**src/hw/sfr_pkg.sv**
```systemverilog
// Purpose: constants and carriers for the core special-function registers
// Assumes: 8-bit data memory, special registers from address 0x00
// Notes: addresses follow the data memory map of the core
`default_nettype none
package sfr_pkg;
  localparam logic [7:0] addr_port_zero = 8'h00;
  localparam logic [7:0] addr_ptr_zero = 8'h01;
  localparam logic [7:0] addr_port_one = 8'h02;
  localparam logic [7:0] addr_ptr_one = 8'h03;
  localparam logic [7:0] addr_bank_sel = 8'h04;
  localparam logic [7:0] addr_working = 8'h05;
  localparam logic [7:0] addr_pc_low = 8'h06;
  localparam logic [7:0] addr_tbl_low = 8'h07;
  localparam logic [7:0] addr_tbl_result = 8'h08;
  localparam logic [7:0] addr_flags = 8'h0A;
  localparam logic [7:0] addr_irq_zero = 8'h0B;
  localparam logic [7:0] addr_tmr_high = 8'h0F;
  localparam logic [7:0] addr_tmr_low = 8'h10;
  localparam logic [7:0] addr_tmr_setup = 8'h11;
  localparam logic [7:0] addr_irq_one = 8'h1E;
  localparam logic [7:0] addr_tbl_high = 8'h1F;
  localparam logic [7:0] addr_gp_start = 8'h60;
  localparam logic [7:0] addr_gp_end = 8'hFF;
  localparam int gp_depth = 160;
  // flag bit positions
  localparam int flag_c = 0;
  localparam int flag_half = 1;
  localparam int flag_z = 2;
  localparam int flag_wrap = 3;
  localparam int flag_sleep = 4;
  localparam int flag_wdog = 5;
  localparam logic [7:0] flag_sw_mask = 8'hCF;
  // irq control zero bit positions
  localparam int irq_global = 0;
  localparam int irq_ext_en = 1;
  localparam int irq_tmr_en = 2;
  localparam int irq_usb_en = 3;
  // irq control one bit positions
  localparam int irq_spi_en = 0;
  // timer setup bit positions
  localparam int tmr_run = 4;
  localparam logic [7:0] zero_byte = 8'h00;
  localparam logic [7:0] one_byte = 8'h01;
  localparam logic [3:0] nib_one = 4'h1;

  typedef enum logic [3:0] {
    alu_pass, alu_add, alu_sub, alu_and, alu_or, alu_xor,
    alu_rlc, alu_rrc, alu_inc, alu_dec
  } alu_op_e;

  typedef struct packed {
    logic valid;
    logic write;
    logic [7:0] addr;
    logic [7:0] wdata;
  } mem_req_s;

  typedef struct packed {
    logic [7:0] result;
    logic c;
    logic half;
    logic z;
    logic wrap;
  } alu_out_s;
endpackage
`default_nettype wire

```
**src/hw/sfr_alu.sv**
```systemverilog
// Purpose: 8-bit arithmetic and logic with flag generation
// Assumes: combinational, used by the special register block
// Notes: subtraction computes a minus b, carry means no borrow
`default_nettype none
module sfr_alu (
  // operands
  input wire logic [7:0] a,
  input wire logic [7:0] b,
  input wire logic carry_in,
  input wire sfr_pkg::alu_op_e op,
  // result
  output sfr_pkg::alu_out_s res
);
  logic [8:0] sum;
  logic [4:0] low_sum;
  logic [7:0] r;
  logic c;
  logic half;
  logic wrap;
  logic arith;

  always_comb begin
    sum = {1'b0, a};
    low_sum = {1'b0, a[3:0]};
    r = a;
    c = carry_in;
    half = 1'b0;
    wrap = 1'b0;
    arith = 1'b0;
    case (op)
      sfr_pkg::alu_add, sfr_pkg::alu_inc: begin
        arith = 1'b1;
        if (op == sfr_pkg::alu_inc) begin
          sum = {1'b0, a} + {1'b0, sfr_pkg::one_byte};
          low_sum = {1'b0, a[3:0]} + {1'b0, sfr_pkg::nib_one};
        end else begin
          sum = {1'b0, a} + {1'b0, b};
          low_sum = {1'b0, a[3:0]} + {1'b0, b[3:0]};
        end
      end
      sfr_pkg::alu_sub, sfr_pkg::alu_dec: begin
        arith = 1'b1;
        if (op == sfr_pkg::alu_dec) begin
          sum = {1'b0, a} + {1'b0, ~sfr_pkg::one_byte} + 9'h001;
          low_sum = {1'b0, a[3:0]} + {1'b0, ~sfr_pkg::nib_one} + 5'h01;
        end else begin
          sum = {1'b0, a} + {1'b0, ~b} + 9'h001;
          low_sum = {1'b0, a[3:0]} + {1'b0, ~b[3:0]} + 5'h01;
        end
      end
      sfr_pkg::alu_and: r = a & b;
      sfr_pkg::alu_or: r = a | b;
      sfr_pkg::alu_xor: r = a ^ b;
      sfr_pkg::alu_rlc: begin
        r = {a[6:0], carry_in};
        c = a[7];
      end
      sfr_pkg::alu_rrc: begin
        r = {carry_in, a[7:1]};
        c = a[0];
      end
      default: r = a;
    endcase
    if (arith) begin
      r = sum[7:0];
      c = sum[8];
      half = low_sum[4];
      // carry into bit 7 differs from carry out of it
      wrap = (r[7] ^ a[7] ^ (op == sfr_pkg::alu_sub ? ~b[7] :
           (op == sfr_pkg::alu_dec ? 1'b1 :
           (op == sfr_pkg::alu_inc ? 1'b0 : b[7])))) ^ sum[8];
    end
  end

  assign res.result = r;
  assign res.c = c;
  assign res.half = half;
  assign res.z = (r == sfr_pkg::zero_byte);
  assign res.wrap = wrap;
endmodule
`default_nettype wire

```
**src/hw/sfr_timer.sv**
```systemverilog
// Purpose: 16-bit up counter with software preload
// Assumes: counts one per enabled tick when running
// Notes: overflow is a one-cycle pulse
`default_nettype none
module sfr_timer (
  // clock and reset
  input wire logic clock,
  input wire logic arst_n,
  // control
  input wire logic run,
  input wire logic tick,
  input wire logic load_low,
  input wire logic load_high,
  input wire logic [7:0] load_data,
  // state
  output logic [15:0] count,
  output logic overflow
);
  logic [15:0] count_reg;
  logic [15:0] count_next;
  logic ovf_reg;
  wire logic step = run && tick;

  assign count_next = load_low ? {count_reg[15:8], load_data} :
                      load_high ? {load_data, count_reg[7:0]} :
                      step ? count_reg + 16'h0001 : count_reg;

  always_ff @(posedge clock or negedge arst_n) begin
    if (!arst_n) begin
      count_reg <= 16'h0000;
      ovf_reg <= 1'b0;
    end else begin
      count_reg <= count_next;
      ovf_reg <= step && !load_low && !load_high && &count_reg;
    end
  end

  assign count = count_reg;
  assign overflow = ovf_reg;
endmodule
`default_nettype wire

```
**src/hw/core_special_registers.sv**
```systemverilog
// Purpose: special-function register set of an 8-bit core
// Assumes: core sequencer drives one memory access and one alu op per cycle
// Notes: general memory lives here as an array; bank 1 via pointer one only
`default_nettype none
module core_special_registers (
  // clock and reset
  input wire logic clock,
  input wire logic arst_n,
  // data memory access from the core
  input wire sfr_pkg::mem_req_s req,
  input wire logic to_working,
  input wire logic use_working_a,
  input wire logic alu_en,
  input wire sfr_pkg::alu_op_e alu_op,
  input wire logic [7:0] imm,
  input wire logic use_imm,
  // program counter and table
  input wire logic [11:0] pc,
  input wire logic table_rd,
  input wire logic [14:0] table_data,
  input wire logic [7:0] table_dest,
  // system events
  input wire logic sleep_instr,
  input wire logic watchdog_kick_instr,
  input wire logic watchdog_timeout,
  input wire logic irq_enter,
  input wire logic irq_return_instr,
  input wire logic irq_ext_req,
  input wire logic irq_spi_req,
  input wire logic irq_usb_req,
  input wire logic timer_tick,
  // results to the core
  output logic [7:0] rdata,
  output logic [7:0] working_register,
  output logic [7:0] cpu_flags,
  output logic pc_jump,
  output logic [7:0] program_counter_low,
  output logic dummy_cycle,
  output logic [15:0] table_ptr,
  output logic irq_pending,
  output logic timer_overflow
);
  // ----------------------------------------------------------------
  // storage
  // ----------------------------------------------------------------
  logic [7:0] pointer_zero_reg;
  logic [7:0] pointer_one_reg;
  logic bank_reg;
  logic [7:0] working_reg;
  logic [7:0] table_ptr_low_reg;
  logic [7:0] table_ptr_high_reg;
  logic [7:0] table_high_result_reg;
  logic [7:0] flags_reg;
  logic [7:0] irq_ctrl_zero_reg;
  logic [7:0] irq_ctrl_one_reg;
  logic [7:0] timer_setup_reg;
  logic [7:0] rdata_reg;
  logic jump_reg;
  logic [7:0] pc_low_out_reg;
  logic dummy_reg;
  logic irq_reg;
  logic [7:0] gp_mem [0:sfr_pkg::gp_depth-1];
  // bank one, reached only through pointer one
  logic [7:0] gp_mem1 [0:sfr_pkg::gp_depth-1];

  // ----------------------------------------------------------------
  // address resolution
  // ----------------------------------------------------------------
  function automatic logic is_port(input logic [7:0] a);
    is_port = (a == sfr_pkg::addr_port_zero) ||
              (a == sfr_pkg::addr_port_one);
  endfunction

  function automatic logic is_gp(input logic [7:0] a);
    is_gp = (a >= sfr_pkg::addr_gp_start);
  endfunction

  wire logic via_zero = req.addr == sfr_pkg::addr_port_zero;
  wire logic via_one = req.addr == sfr_pkg::addr_port_one;
  wire logic [7:0] eff_addr = via_zero ? pointer_zero_reg :
                              via_one ? pointer_one_reg : req.addr;
  // pointer zero is fixed to bank zero
  wire logic eff_bank = via_one ? bank_reg : 1'b0;
  // a pointer aimed at a port gives a null access
  wire logic eff_null = (via_zero || via_one) && is_port(eff_addr);
  wire logic wr = req.valid && req.write && !eff_null;
  wire logic [7:0] gp_idx8 = eff_addr - sfr_pkg::addr_gp_start;
  wire logic gp_hit = is_gp(eff_addr);

  // ----------------------------------------------------------------
  // read decode
  // ----------------------------------------------------------------
  logic [15:0] tmr_count;
  logic [7:0] sfr_rd;
  logic [7:0] mem_rd;

  assign sfr_rd =
    (eff_addr == sfr_pkg::addr_ptr_zero) ? pointer_zero_reg :
    (eff_addr == sfr_pkg::addr_ptr_one) ? pointer_one_reg :
    (eff_addr == sfr_pkg::addr_bank_sel) ? {7'h00, bank_reg} :
    (eff_addr == sfr_pkg::addr_working) ? working_reg :
    (eff_addr == sfr_pkg::addr_pc_low) ? pc[7:0] :
    (eff_addr == sfr_pkg::addr_tbl_low) ? table_ptr_low_reg :
    (eff_addr == sfr_pkg::addr_tbl_result) ? table_high_result_reg :
    (eff_addr == sfr_pkg::addr_flags) ? flags_reg :
    (eff_addr == sfr_pkg::addr_irq_zero) ? irq_ctrl_zero_reg :
    (eff_addr == sfr_pkg::addr_tmr_high) ? tmr_count[15:8] :
    (eff_addr == sfr_pkg::addr_tmr_low) ? tmr_count[7:0] :
    (eff_addr == sfr_pkg::addr_tmr_setup) ? timer_setup_reg :
    (eff_addr == sfr_pkg::addr_irq_one) ? irq_ctrl_one_reg :
    (eff_addr == sfr_pkg::addr_tbl_high) ? table_ptr_high_reg :
    sfr_pkg::zero_byte;

  assign mem_rd = eff_null ? sfr_pkg::zero_byte :
                  gp_hit ? (eff_bank ? gp_mem1[gp_idx8] : gp_mem[gp_idx8]) :
                  sfr_rd;

  // ----------------------------------------------------------------
  // alu
  // ----------------------------------------------------------------
  sfr_pkg::alu_out_s alu_res;
  // operand b from the immediate, else from memory
  wire logic [7:0] opnd_b = use_imm ? imm : mem_rd;
  wire logic [7:0] opnd_a = use_working_a ? working_reg : mem_rd;

  sfr_alu u_alu (
    .a(opnd_a),
    .b(opnd_b),
    .carry_in(flags_reg[sfr_pkg::flag_c]),
    .op(alu_op),
    .res(alu_res)
  );

  // memory write data: alu result when alu drives memory, else request data
  wire logic [7:0] store_data = (alu_en && !to_working) ?
                                alu_res.result : req.wdata;
  // an alu op into the working register blocks the memory store
  wire logic mem_store = wr && !(alu_en && to_working);
  wire logic store_sfr = mem_store && !gp_hit;

  function automatic logic hit(input logic [7:0] a, input logic [7:0] t);
    hit = (a == t);
  endfunction

  // ----------------------------------------------------------------
  // timer
  // ----------------------------------------------------------------
  logic timer_overflow_w;
  logic tmr_ovf_reg;
  // overflow pulse retimed before it reaches the irq logic
  sfr_timer u_timer (
    .clock(clock),
    .arst_n(arst_n),
    .run(timer_setup_reg[sfr_pkg::tmr_run]),
    .tick(timer_tick),
    .load_low(store_sfr && hit(eff_addr, sfr_pkg::addr_tmr_low)),
    .load_high(store_sfr && hit(eff_addr, sfr_pkg::addr_tmr_high)),
    .load_data(store_data),
    .count(tmr_count),
    .overflow(timer_overflow_w)
  );

  // ----------------------------------------------------------------
  // flags next value
  // ----------------------------------------------------------------
  logic [7:0] flags_next;
  logic arith_op;
  assign arith_op = (alu_op == sfr_pkg::alu_add) ||
                    (alu_op == sfr_pkg::alu_sub) ||
                    (alu_op == sfr_pkg::alu_inc) ||
                    (alu_op == sfr_pkg::alu_dec);

  always_comb begin
    flags_next = flags_reg;
    if (store_sfr && hit(eff_addr, sfr_pkg::addr_flags)) begin
      flags_next = (store_data & sfr_pkg::flag_sw_mask) |
                   (flags_reg & ~sfr_pkg::flag_sw_mask);
    end
    if (alu_en && alu_op != sfr_pkg::alu_pass) begin
      flags_next[sfr_pkg::flag_z] = alu_res.z;
      if (arith_op || alu_op == sfr_pkg::alu_rlc ||
          alu_op == sfr_pkg::alu_rrc) begin
        flags_next[sfr_pkg::flag_c] = alu_res.c;
      end
      if (arith_op) begin
        flags_next[sfr_pkg::flag_half] = alu_res.half;
        flags_next[sfr_pkg::flag_wrap] = alu_res.wrap;
      end
    end
    if (watchdog_kick_instr) begin
      flags_next[sfr_pkg::flag_sleep] = 1'b0;
      flags_next[sfr_pkg::flag_wdog] = 1'b0;
    end
    if (sleep_instr) begin
      flags_next[sfr_pkg::flag_sleep] = 1'b1;
      flags_next[sfr_pkg::flag_wdog] = 1'b0;
    end
    // timeout applied last, so it wins the watchdog flag
    if (watchdog_timeout) begin
      flags_next[sfr_pkg::flag_wdog] = 1'b1;
    end
  end

  // ----------------------------------------------------------------
  // interrupt control
  // ----------------------------------------------------------------
  logic [7:0] irqc0_next;
  always_comb begin
    irqc0_next = irq_ctrl_zero_reg;
    if (store_sfr && hit(eff_addr, sfr_pkg::addr_irq_zero)) begin
      irqc0_next = store_data;
    end
    if (irq_enter) begin
      irqc0_next[sfr_pkg::irq_global] = 1'b0;
    end else if (irq_return_instr) begin
      irqc0_next[sfr_pkg::irq_global] = 1'b1;
    end
  end

  // interrupt entry saves nothing here; flags stay as they are
  wire logic irq_any =
    irq_ctrl_zero_reg[sfr_pkg::irq_global] && (
    (irq_ext_req && irq_ctrl_zero_reg[sfr_pkg::irq_ext_en]) ||
    (tmr_ovf_reg && irq_ctrl_zero_reg[sfr_pkg::irq_tmr_en]) ||
    (irq_usb_req && irq_ctrl_zero_reg[sfr_pkg::irq_usb_en]) ||
    (irq_spi_req && irq_ctrl_one_reg[sfr_pkg::irq_spi_en]));

  // ----------------------------------------------------------------
  // register updates
  // ----------------------------------------------------------------
  // pc low write: jump pulse plus one dummy cycle
  wire logic pc_low_write = store_sfr && hit(eff_addr, sfr_pkg::addr_pc_low);

  always_ff @(posedge clock or negedge arst_n) begin
    if (!arst_n) begin
      pointer_zero_reg <= sfr_pkg::zero_byte;
      pointer_one_reg <= sfr_pkg::zero_byte;
      bank_reg <= 1'b0;
      working_reg <= sfr_pkg::zero_byte;
      table_ptr_low_reg <= sfr_pkg::zero_byte;
      table_ptr_high_reg <= sfr_pkg::zero_byte;
      table_high_result_reg <= sfr_pkg::zero_byte;
      flags_reg <= sfr_pkg::zero_byte;
      irq_ctrl_zero_reg <= sfr_pkg::zero_byte;
      irq_ctrl_one_reg <= sfr_pkg::zero_byte;
      timer_setup_reg <= sfr_pkg::zero_byte;
    end else begin
      flags_reg <= flags_next;
      irq_ctrl_zero_reg <= irqc0_next;
      if (store_sfr && hit(eff_addr, sfr_pkg::addr_ptr_zero))
        pointer_zero_reg <= store_data;
      if (store_sfr && hit(eff_addr, sfr_pkg::addr_ptr_one))
        pointer_one_reg <= store_data;
      if (store_sfr && hit(eff_addr, sfr_pkg::addr_bank_sel))
        bank_reg <= store_data[0];
      if (store_sfr && hit(eff_addr, sfr_pkg::addr_tbl_low))
        table_ptr_low_reg <= store_data;
      if (store_sfr && hit(eff_addr, sfr_pkg::addr_tbl_high))
        table_ptr_high_reg <= store_data;
      if (store_sfr && hit(eff_addr, sfr_pkg::addr_irq_one))
        irq_ctrl_one_reg <= store_data;
      if (store_sfr && hit(eff_addr, sfr_pkg::addr_tmr_setup))
        timer_setup_reg <= store_data;
      if (table_rd)
        table_high_result_reg <= {1'b0, table_data[14:8]};
      else if (store_sfr && hit(eff_addr, sfr_pkg::addr_tbl_result))
        table_high_result_reg <= store_data;
      if (alu_en && to_working)
        working_reg <= alu_res.result;
      else if (store_sfr && hit(eff_addr, sfr_pkg::addr_working))
        working_reg <= store_data;
    end
  end

  // general memory: table low byte to user location, else normal store
  wire logic [7:0] tdest_idx = table_dest - sfr_pkg::addr_gp_start;
  always_ff @(posedge clock) begin
    if (table_rd && is_gp(table_dest))
      gp_mem[tdest_idx] <= table_data[7:0];
    else if (mem_store && gp_hit && !eff_bank)
      gp_mem[gp_idx8] <= store_data;
    if (mem_store && gp_hit && eff_bank)
      gp_mem1[gp_idx8] <= store_data;
  end

  // ----------------------------------------------------------------
  // outputs
  // ----------------------------------------------------------------
  always_ff @(posedge clock or negedge arst_n) begin
    if (!arst_n) begin
      rdata_reg <= sfr_pkg::zero_byte;
      jump_reg <= 1'b0;
      pc_low_out_reg <= sfr_pkg::zero_byte;
      dummy_reg <= 1'b0;
      irq_reg <= 1'b0;
      tmr_ovf_reg <= 1'b0;
    end else begin
      // read data stands one cycle after the request
      rdata_reg <= mem_rd;
      jump_reg <= pc_low_write;
      if (pc_low_write)
        pc_low_out_reg <= store_data;
      dummy_reg <= pc_low_write;
      irq_reg <= irq_any;
      tmr_ovf_reg <= timer_overflow_w;
    end
  end

  assign rdata = rdata_reg;
  assign working_register = working_reg;
  assign cpu_flags = flags_reg;
  assign pc_jump = jump_reg;
  assign program_counter_low = pc_low_out_reg;
  assign dummy_cycle = dummy_reg;
  assign table_ptr = {table_ptr_high_reg, table_ptr_low_reg};
  assign irq_pending = irq_reg;
  assign timer_overflow = tmr_ovf_reg;
endmodule
`default_nettype wire

```
**config.mk**
```make
export PLATFORM = sky130hd
export DESIGN_NAME = core_special_registers
export DESIGN_NICKNAME = d
export VERILOG_FILES = /design/src/hw/sfr_pkg.sv /design/src/hw/sfr_alu.sv /design/src/hw/sfr_timer.sv /design/src/hw/core_special_registers.sv
export SDC_FILE = /design/constraint.sdc
export NUM_CORES = 2
export LEC_CHECK = 0
export BUFFER_PORTS_ARGS = -buffer_cell sky130_fd_sc_hd__buf_4
export CAP_MARGIN = 5
export CORE_AREA = 2 2 531 533
export DETAILED_ROUTE_END_ITERATION = 8
export DIE_AREA = 0 0 533 535
export REMOVE_ABC_BUFFERS = 1
export SYNTH_ARGS = -nofsm -noshare
export SYNTH_HDL_FRONTEND = slang
export SYNTH_SLANG_ARGS = --single-unit
```
**constraint.sdc**
```tcl
create_clock -name clock -period 28.4 [get_ports clock]
set_clock_uncertainty 0.15 [all_clocks]
set_input_delay 8.52 -clock clock [delete_from_list [all_inputs] [get_ports clock]]
set_output_delay 8.52 -clock clock [all_outputs]
set_load 0.02 [all_outputs]
```
Word level (Yosys, flattened, before mapping)
Memories as Yosys holds them, arrays and structs flattened.
Cells that the tools add are included.
{"block": "totals", "reg_bits": 117, "mem_bits_rw": 2560, "in_bits": 81, "output_inout_bits": 52, "elab_cells": 220, "mem_count": 2}
{"memory": "gp_mem", "words": 160, "word_bits": 8, "read_ports": 1, "rd_ports_with_merged_regs": 0, "wr": 1, "line_no": "core_special_registers.sv:62", "rtl": "logic [7:0] gp_mem [0:sfr_pkg::gp_depth-1];"}
{"memory": "gp_mem1", "words": 160, "word_bits": 8, "read_ports": 1, "rd_ports_with_merged_regs": 0, "wr": 1, "line_no": "core_special_registers.sv:64", "rtl": "logic [7:0] gp_mem1 [0:sfr_pkg::gp_depth-1];"}
{"block": "op_classes", "add_sub_neg": 15, "order_cmp": 2, "eq_ne": 27, "n_mux": 67, "bitwise": 11, "reduce_logical": 71}
{"operator": "8-bit two-way mux", "count": 30}
{"operator": "8-bit one-hot mux with 5 select lines", "count": 1}
{"operator": "1-bit logical AND", "count": 35}
{"operator": "8-bit by 3-bit == test with 1-bit output, second input constant", "count": 4}
{"operator": "8-bit by 4-bit == test with 1-bit output, second input constant", "count": 4}
{"operator": "8-bit by 5-bit == test with 1-bit output, second input constant", "count": 4}
{"operator": "16-bit two-way mux", "count": 2}
{"operator": "8-bit by 2-bit == test with 1-bit output, second input constant", "count": 3}
{"operator": "8-bit zero test", "count": 3}
{"operator": "1-bit two-way mux", "count": 23}
{"operator": "8-bit by 8-bit adder with 9-bit output", "count": 2}
{"operator": "9-bit by 1-bit adder with 9-bit output, second input constant", "count": 2}
{"operator": "9-bit two-way mux", "count": 2}
{"operator": "9-bit one-hot mux with 2 select lines", "count": 1}
{"operator": "16-bit by 1-bit adder with 16-bit output, second input constant", "count": 1}
{"operator": "4-bit by 3-bit == test with 1-bit output, second input constant", "count": 4}
{"operator": "8-bit by 7-bit >= comparator with 1-bit output, second input constant", "count": 2}
{"operator": "16-bit AND reduction", "count": 1}
{"operator": "8-bit by 7-bit subtractor with 8-bit output, second input constant", "count": 2}
{"operator": "4-bit by 4-bit adder with 5-bit output", "count": 2}
{"operator": "5-bit by 1-bit adder with 5-bit output, second input constant", "count": 2}
{"operator": "1-bit logical OR", "count": 10}
{"operator": "5-bit two-way mux", "count": 2}
{"operator": "5-bit one-hot mux with 2 select lines", "count": 1}
{"operator": "other kinds (30)", "count": 50}

Logic depth before layout (Yosys ltp)
{"block": "depth", "word_depth": 33, "ltp_mapped": 38, "depth_no_buf": 33}

Hierarchy
Synthesis repeated with hierarchy kept, for this count alone.
{"block": "hier_totals", "cells_unflattened": 6739, "hier_area_um2": 108969.5}
{"module": "core_special_registers", "n_inst": 1, "cells_per_inst": 6305, "area_per_inst_um2": 105671.3, "seq_area_each_um2": 79376.1}
{"module": "sfr_alu", "n_inst": 1, "cells_per_inst": 314, "area_per_inst_um2": 2228.4, "seq_area_each_um2": 0.0}
{"module": "sfr_timer", "n_inst": 1, "cells_per_inst": 120, "area_per_inst_um2": 1069.8, "seq_area_each_um2": 425.4}

Least setup slack after synthesis
OpenSTA, ideal clock, no wires.
{"block": "synth_path", "kind": "input to register", "startpoint": "input port req[9] (netlist name)", "endpoint": "memory gp_mem[0][3], data pin", "setup_ns": 1.446, "t_arrival_ns": 20.577, "required_time_ns": 26.804, "path_slack_ns": 6.227, "stages": 30, "path_buffers": 5, "path_cell_list": "buf_2 or4_1 or3_1 nand2_1 inv_1 clkbuf_1 ha_1 clkbuf_1 inv_1 o211a_1 or2_2 buf_2 nand2_1 nor4bb_1 or4_1 o31ai_1 a32oi_1 o31ai_1 inv_1 nor2_1 ha_1 a21o_1 a21o_1 xor2_1 a221o_1 o32ai_1 o311a_1 a21o_1 clkbuf_1 o21ai_0"}
{"block": "synth_via", "elab_chain_cells": 29, "word_cells_on_any_way": 74, "cone_classes": "add/sub: 7; order compare: 1; eq/ne: 16; mux: 32; bitwise: 4; reduce/logical: 12; memory: 2"}
{"item": "from (decl)", "line_no": "core_special_registers.sv:10", "rtl": "input wire sfr_pkg::mem_req_s req,"}
{"item": "8-bit by 2-bit == test with 1-bit output", "line_no": "core_special_registers.sv:79", "rtl": "wire logic via_one = req.addr == sfr_pkg::addr_port_one;"}
{"item": "8-bit two-way mux", "line_no": "core_special_registers.sv:81", "rtl": "via_one ? pointer_one_reg : req.addr;"}
{"item": "8-bit two-way mux", "line_no": "core_special_registers.sv:80", "rtl": "wire logic [7:0] eff_addr = via_zero ? pointer_zero_reg :"}
{"item": "8-bit by 5-bit == test with 1-bit output", "line_no": "core_special_registers.sv:111", "rtl": "(eff_addr == sfr_pkg::addr_tbl_high) ? table_ptr_high_reg :"}
{"item": "8-bit two-way mux", "line_no": "core_special_registers.sv:111"}
{"item": "8-bit two-way mux", "line_no": "core_special_registers.sv:110", "rtl": "(eff_addr == sfr_pkg::addr_irq_one) ? irq_ctrl_one_reg :"}
{"item": "8-bit two-way mux", "line_no": "core_special_registers.sv:109", "rtl": "(eff_addr == sfr_pkg::addr_tmr_setup) ? timer_setup_reg :"}
{"item": "8-bit two-way mux", "line_no": "core_special_registers.sv:108", "rtl": "(eff_addr == sfr_pkg::addr_tmr_low) ? tmr_count[7:0] :"}
{"item": "(+13 left out)"}
{"item": "8-bit NOT", "line_no": "sfr_alu.sv:47", "rtl": "sum = {1'b0, a} + {1'b0, ~b} + 9'h001;"}
{"item": "8-bit by 8-bit adder with 9-bit output", "line_no": "sfr_alu.sv:47"}
{"item": "9-bit by 1-bit adder with 9-bit output", "line_no": "sfr_alu.sv:47"}
{"item": "9-bit two-way mux", "line_no": "sfr_alu.sv:43", "rtl": "if (op == sfr_pkg::alu_dec) begin"}
{"item": "9-bit one-hot mux with 2 select lines", "line_no": "sfr_alu.sv:30", "rtl": "case (op)"}
{"item": "8-bit two-way mux", "line_no": "sfr_alu.sv:64", "rtl": "if (arith) begin"}
{"item": "8-bit two-way mux", "line_no": "core_special_registers.sv:135", "rtl": "wire logic [7:0] store_data = (alu_en && !to_working) ?"}
{"item": "8-bit two-way mux (no line) *"}
{"item": "to (decl)", "line_no": "core_special_registers.sv:62"}
Mark *: on every way between the ends. The rest lies on a longest branch, timed or not.

Worst setup path in the final report
{"block": "layout_path", "startpoint": "input port req[8] (netlist name)", "endpoint": "memory gp_mem[64][4], data pin"}
Same word-level chain as after synthesis.

==> reports/metrics.cfg <==
[grt]
grt_pass1_wl_mm = 549
antenna_found_initial = 36
grt-ovfl-total = 0
grt_max_degree = 164
grt_usage_pct = 27.0
grt_pass1_vias = 70500

[worst_setup_path]
slowest_stage = o31ai_1
r2r_slack_ns = 15.95
crit_buf_inv = 8
regToRegStartpoint = pointer_one_reg[1]
crit_top_cell = buf_4
cp-start-kind = input pin
cpPeakStageDelay_ns = 1.13
critPathMaxFanout = 163
criticalPathCategory = in -> reg
ff2ff_path_depth = 27
critical-path-top-delay-family = compound AO/OA/AOI/OAI gates
rr_endpoint = gp_mem[64][4]
worst-path-stages = 31
endpoint_kind = flop
crit_required_ns = 28.74
cp.arrival_ns = 20.71

[clock_network]
numClockSinks = 2677
clk_latency_ns = 0.89
ctsResizeCount = 0
post_cts_buffers = 0
clock_path_buffers = 4
hold_buffers = 0
numCtsBuffers = 273
cts_tree = yes
ctsHtreeMaxLevel = 5
clk_pin_slew_ns = 0.06
cts-root-buf = clkbuf_16

[synthesis]
synth.avg_cell_area_um2 = 13.9
ys_seq_elements = 2677
syn-instance-count = 8010
yosysUniqueCellTypes = 112
synthFlopType = edfxtp_1
synth_edf_count = 2560
async_reset_ff_share_pct = 4.37
yosysWarnings = 0
synthesis.area_um2 = 111000
ys_seq_area_share_pct = 71.7

[placed_design]
dp.cells = 11600
gp_congestion = 0.931
place_area_um2 = 117000
port_buffers = 128
place_hpwl_mm = 245
preCtsSetupSlack_ns = 7.55

[drt]
viasPerCell = 6.28
ant_nets = 0
routedWlPerCell_um = 33.1
vias = 75600
wirelength_mm = 399
first_pass_iters = 7
drcViolationCount = 0
drtIter0Drc = 11100

[pwr]
pwr-share-seq_pct = 51.0
ir_drop_uv = 57.4
combPwrFrac_pct = 8.6
p_int_mw = 6.54
swShare_pct = 24.4
p_clk_share_pct = 40.4
total_power_mw = 8.65
power.switching_mw = 2.11
powerDensity_nw_per_um2 = 69.1
leakagePower_nw = 42.0

[timing]
final.setup.tns_ns = 0
slew_viol_final = 0
period_minus_slack_ns = 20.37
finalCritPeriodShare_pct = 71.7
max_freq_mhz = 49.1
whs_ns = 0.207
grt_setup_unrepaired = false
timing.slew.headroom_pct = 6.85
setup_viol = 0
tightest_slew_ns = 1.39
worst_slack_ns = 8.03
finalHoldViolations = 0

[finish]
layout-drive-gt1-share_pct = 11.3
num-fill-cells = 24600
syn_to_final_growth_pct = 12.4
fin_util_pct = 44.9
final_area_um2 = 125000
layoutNonFillerInstCount = 12100
finish.net_count = 8228

[outcome]
status = complete, no violations

[run]
maxCapViolCount = 0

[floorplan]
rows = 194
start_util_pct = 39.9
core-area_um2 = 279000
fp.dieH_um = 535
die-width_um = 533
io_pins = 133
dieArea_um2 = 285000

[worst_hold_path]
worstHoldPathCells = 0
hp-class = reg -> reg
hp-start = u_timer.overflow
whs_endpoint = timer_overflow

-- kinds of logic (layout without fill, tap and decap cells) --
logic type	count (synthesis)	after routing	share of synthesized area, %
buffers and inverters	591	889	2.66
adders and majority gates	38	38	0.440
xor gates and xnor gates	27	27	0.212
DFF	2677	2677	71.7
AOI/OAI and AO/OA	1304	1304	8.57
and+or+nand+nor	2831	2831	11.2
other	0	20	0
muxes	542	542	5.27
-- layout make-up --
class	count	area, um2	share of cell area (%)
clock inverters	140	1190	0.949
multi-input cells	4742	29200	23.3
repair buffers	354	2850	2.27
inverters	61	239	0.191
diodes	20	50.0	0.0400
flip-flops and latches	2677	79800	63.8
clock buffers	334	7210	5.76
well taps	3724	4660	3.72
-- Yosys cell counts, types with 22 or more instances --
cell type / count / area, um2
a2111oi_0: 22 / 193
a211oi_1: 177 / 1330
a21oi_1: 226 / 1130
a221oi_1: 37 / 324
a22oi_1: 29 / 218
a311oi_1: 22 / 193
a31oi_1: 74 / 463
a32o_1: 37 / 370
a32oi_1: 165 / 1450
and3_1: 183 / 1140
buf_1: 32 / 120
buf_2: 158 / 791
buf_4: 102 / 766
buf_6: 22 / 248
clkbuf_1: 216 / 811
dfrtp_1: 117 / 2930
edfxtp_1: 2560 / 76900
ha_1: 36 / 450
inv_1: 55 / 206
mux2_2: 69 / 777
mux2i_1: 443 / 4430
mux4_2: 28 / 631
nand2_1: 1492 / 5600
nand3_1: 394 / 1970
nand4_1: 66 / 413
nor2_1: 472 / 1770
nor3_1: 47 / 235
nor4_1: 62 / 388
o211ai_1: 24 / 180
o21ai_0: 119 / 596
o21ai_1: 32 / 160
o221ai_1: 23 / 201
o22ai_1: 72 / 450
-- how the worst max path moves through the flow --
stage	start	endpoint	slack [ns]
finish	req[8]	gp_mem[64][4]	8.03
global route	req[8]	gp_mem[73][4]	7.87
CTS	req[14]	gp_mem[153][4]	8.41
detailed placement	req[14]	gp_mem[67][4]	7.55
global placement	req[14]	gp_mem[65][4]	7.71
floorplan	req[14]	gp_mem[0][3]	-11.12
-- metal layers --
layer  global-route usage, %  vias to the layer above  wire, um
met5                       0                        -       241
met4                    14.3                       20     24300
met3                    6.91                     1062     48500
met2                    40.2                     5082    174000
met1                    36.5                    38600    152000
li1                        -                    30900         -
-- power by group through the flow --
stage,logic [mW],registers (mW),clock network (mW)
2_1_floorplan,0.411,4.51,0
3_3_place_gp,0.704,4.50,0
3_5_place_dp,0.715,4.50,0
4_1_cts,0.717,4.41,3.50
5_1_grt,0.762,4.41,3.65
6_report,0.740,4.41,3.49
-- cells in the final DEF (no fill, tap or decap), drive strengths merged, types with 26 or more instances in the layout --
| cell type | netlist | layout |
|---|---|---|
| a32oi | 166 | 166 |
| a221oi | 37 | 37 |
| clkbuf | 216 | 334 |
| nand3 | 394 | 394 |
| mux2i | 445 | 445 |
| nor4 | 65 | 65 |
| a32o | 37 | 37 |
| edfxtp | 2560 | 2560 |
| dfrtp | 117 | 117 |
| a22oi | 29 | 29 |
| nor2 | 476 | 476 |
| o211ai | 26 | 26 |
| o22ai | 73 | 73 |
| a21oi | 227 | 227 |
| ha | 36 | 36 |
| a31oi | 76 | 76 |
| inv | 59 | 74 |
| nand4 | 67 | 67 |
| mux4 | 28 | 28 |
| buf | 314 | 354 |
| clkinv | 2 | 103 |
| nor3 | 49 | 49 |
| and3 | 183 | 183 |
| nand2 | 1492 | 1492 |
| o21ai | 152 | 152 |
| mux2 | 69 | 69 |
| a211oi | 181 | 181 |
(Power assumes the default switching activity.)
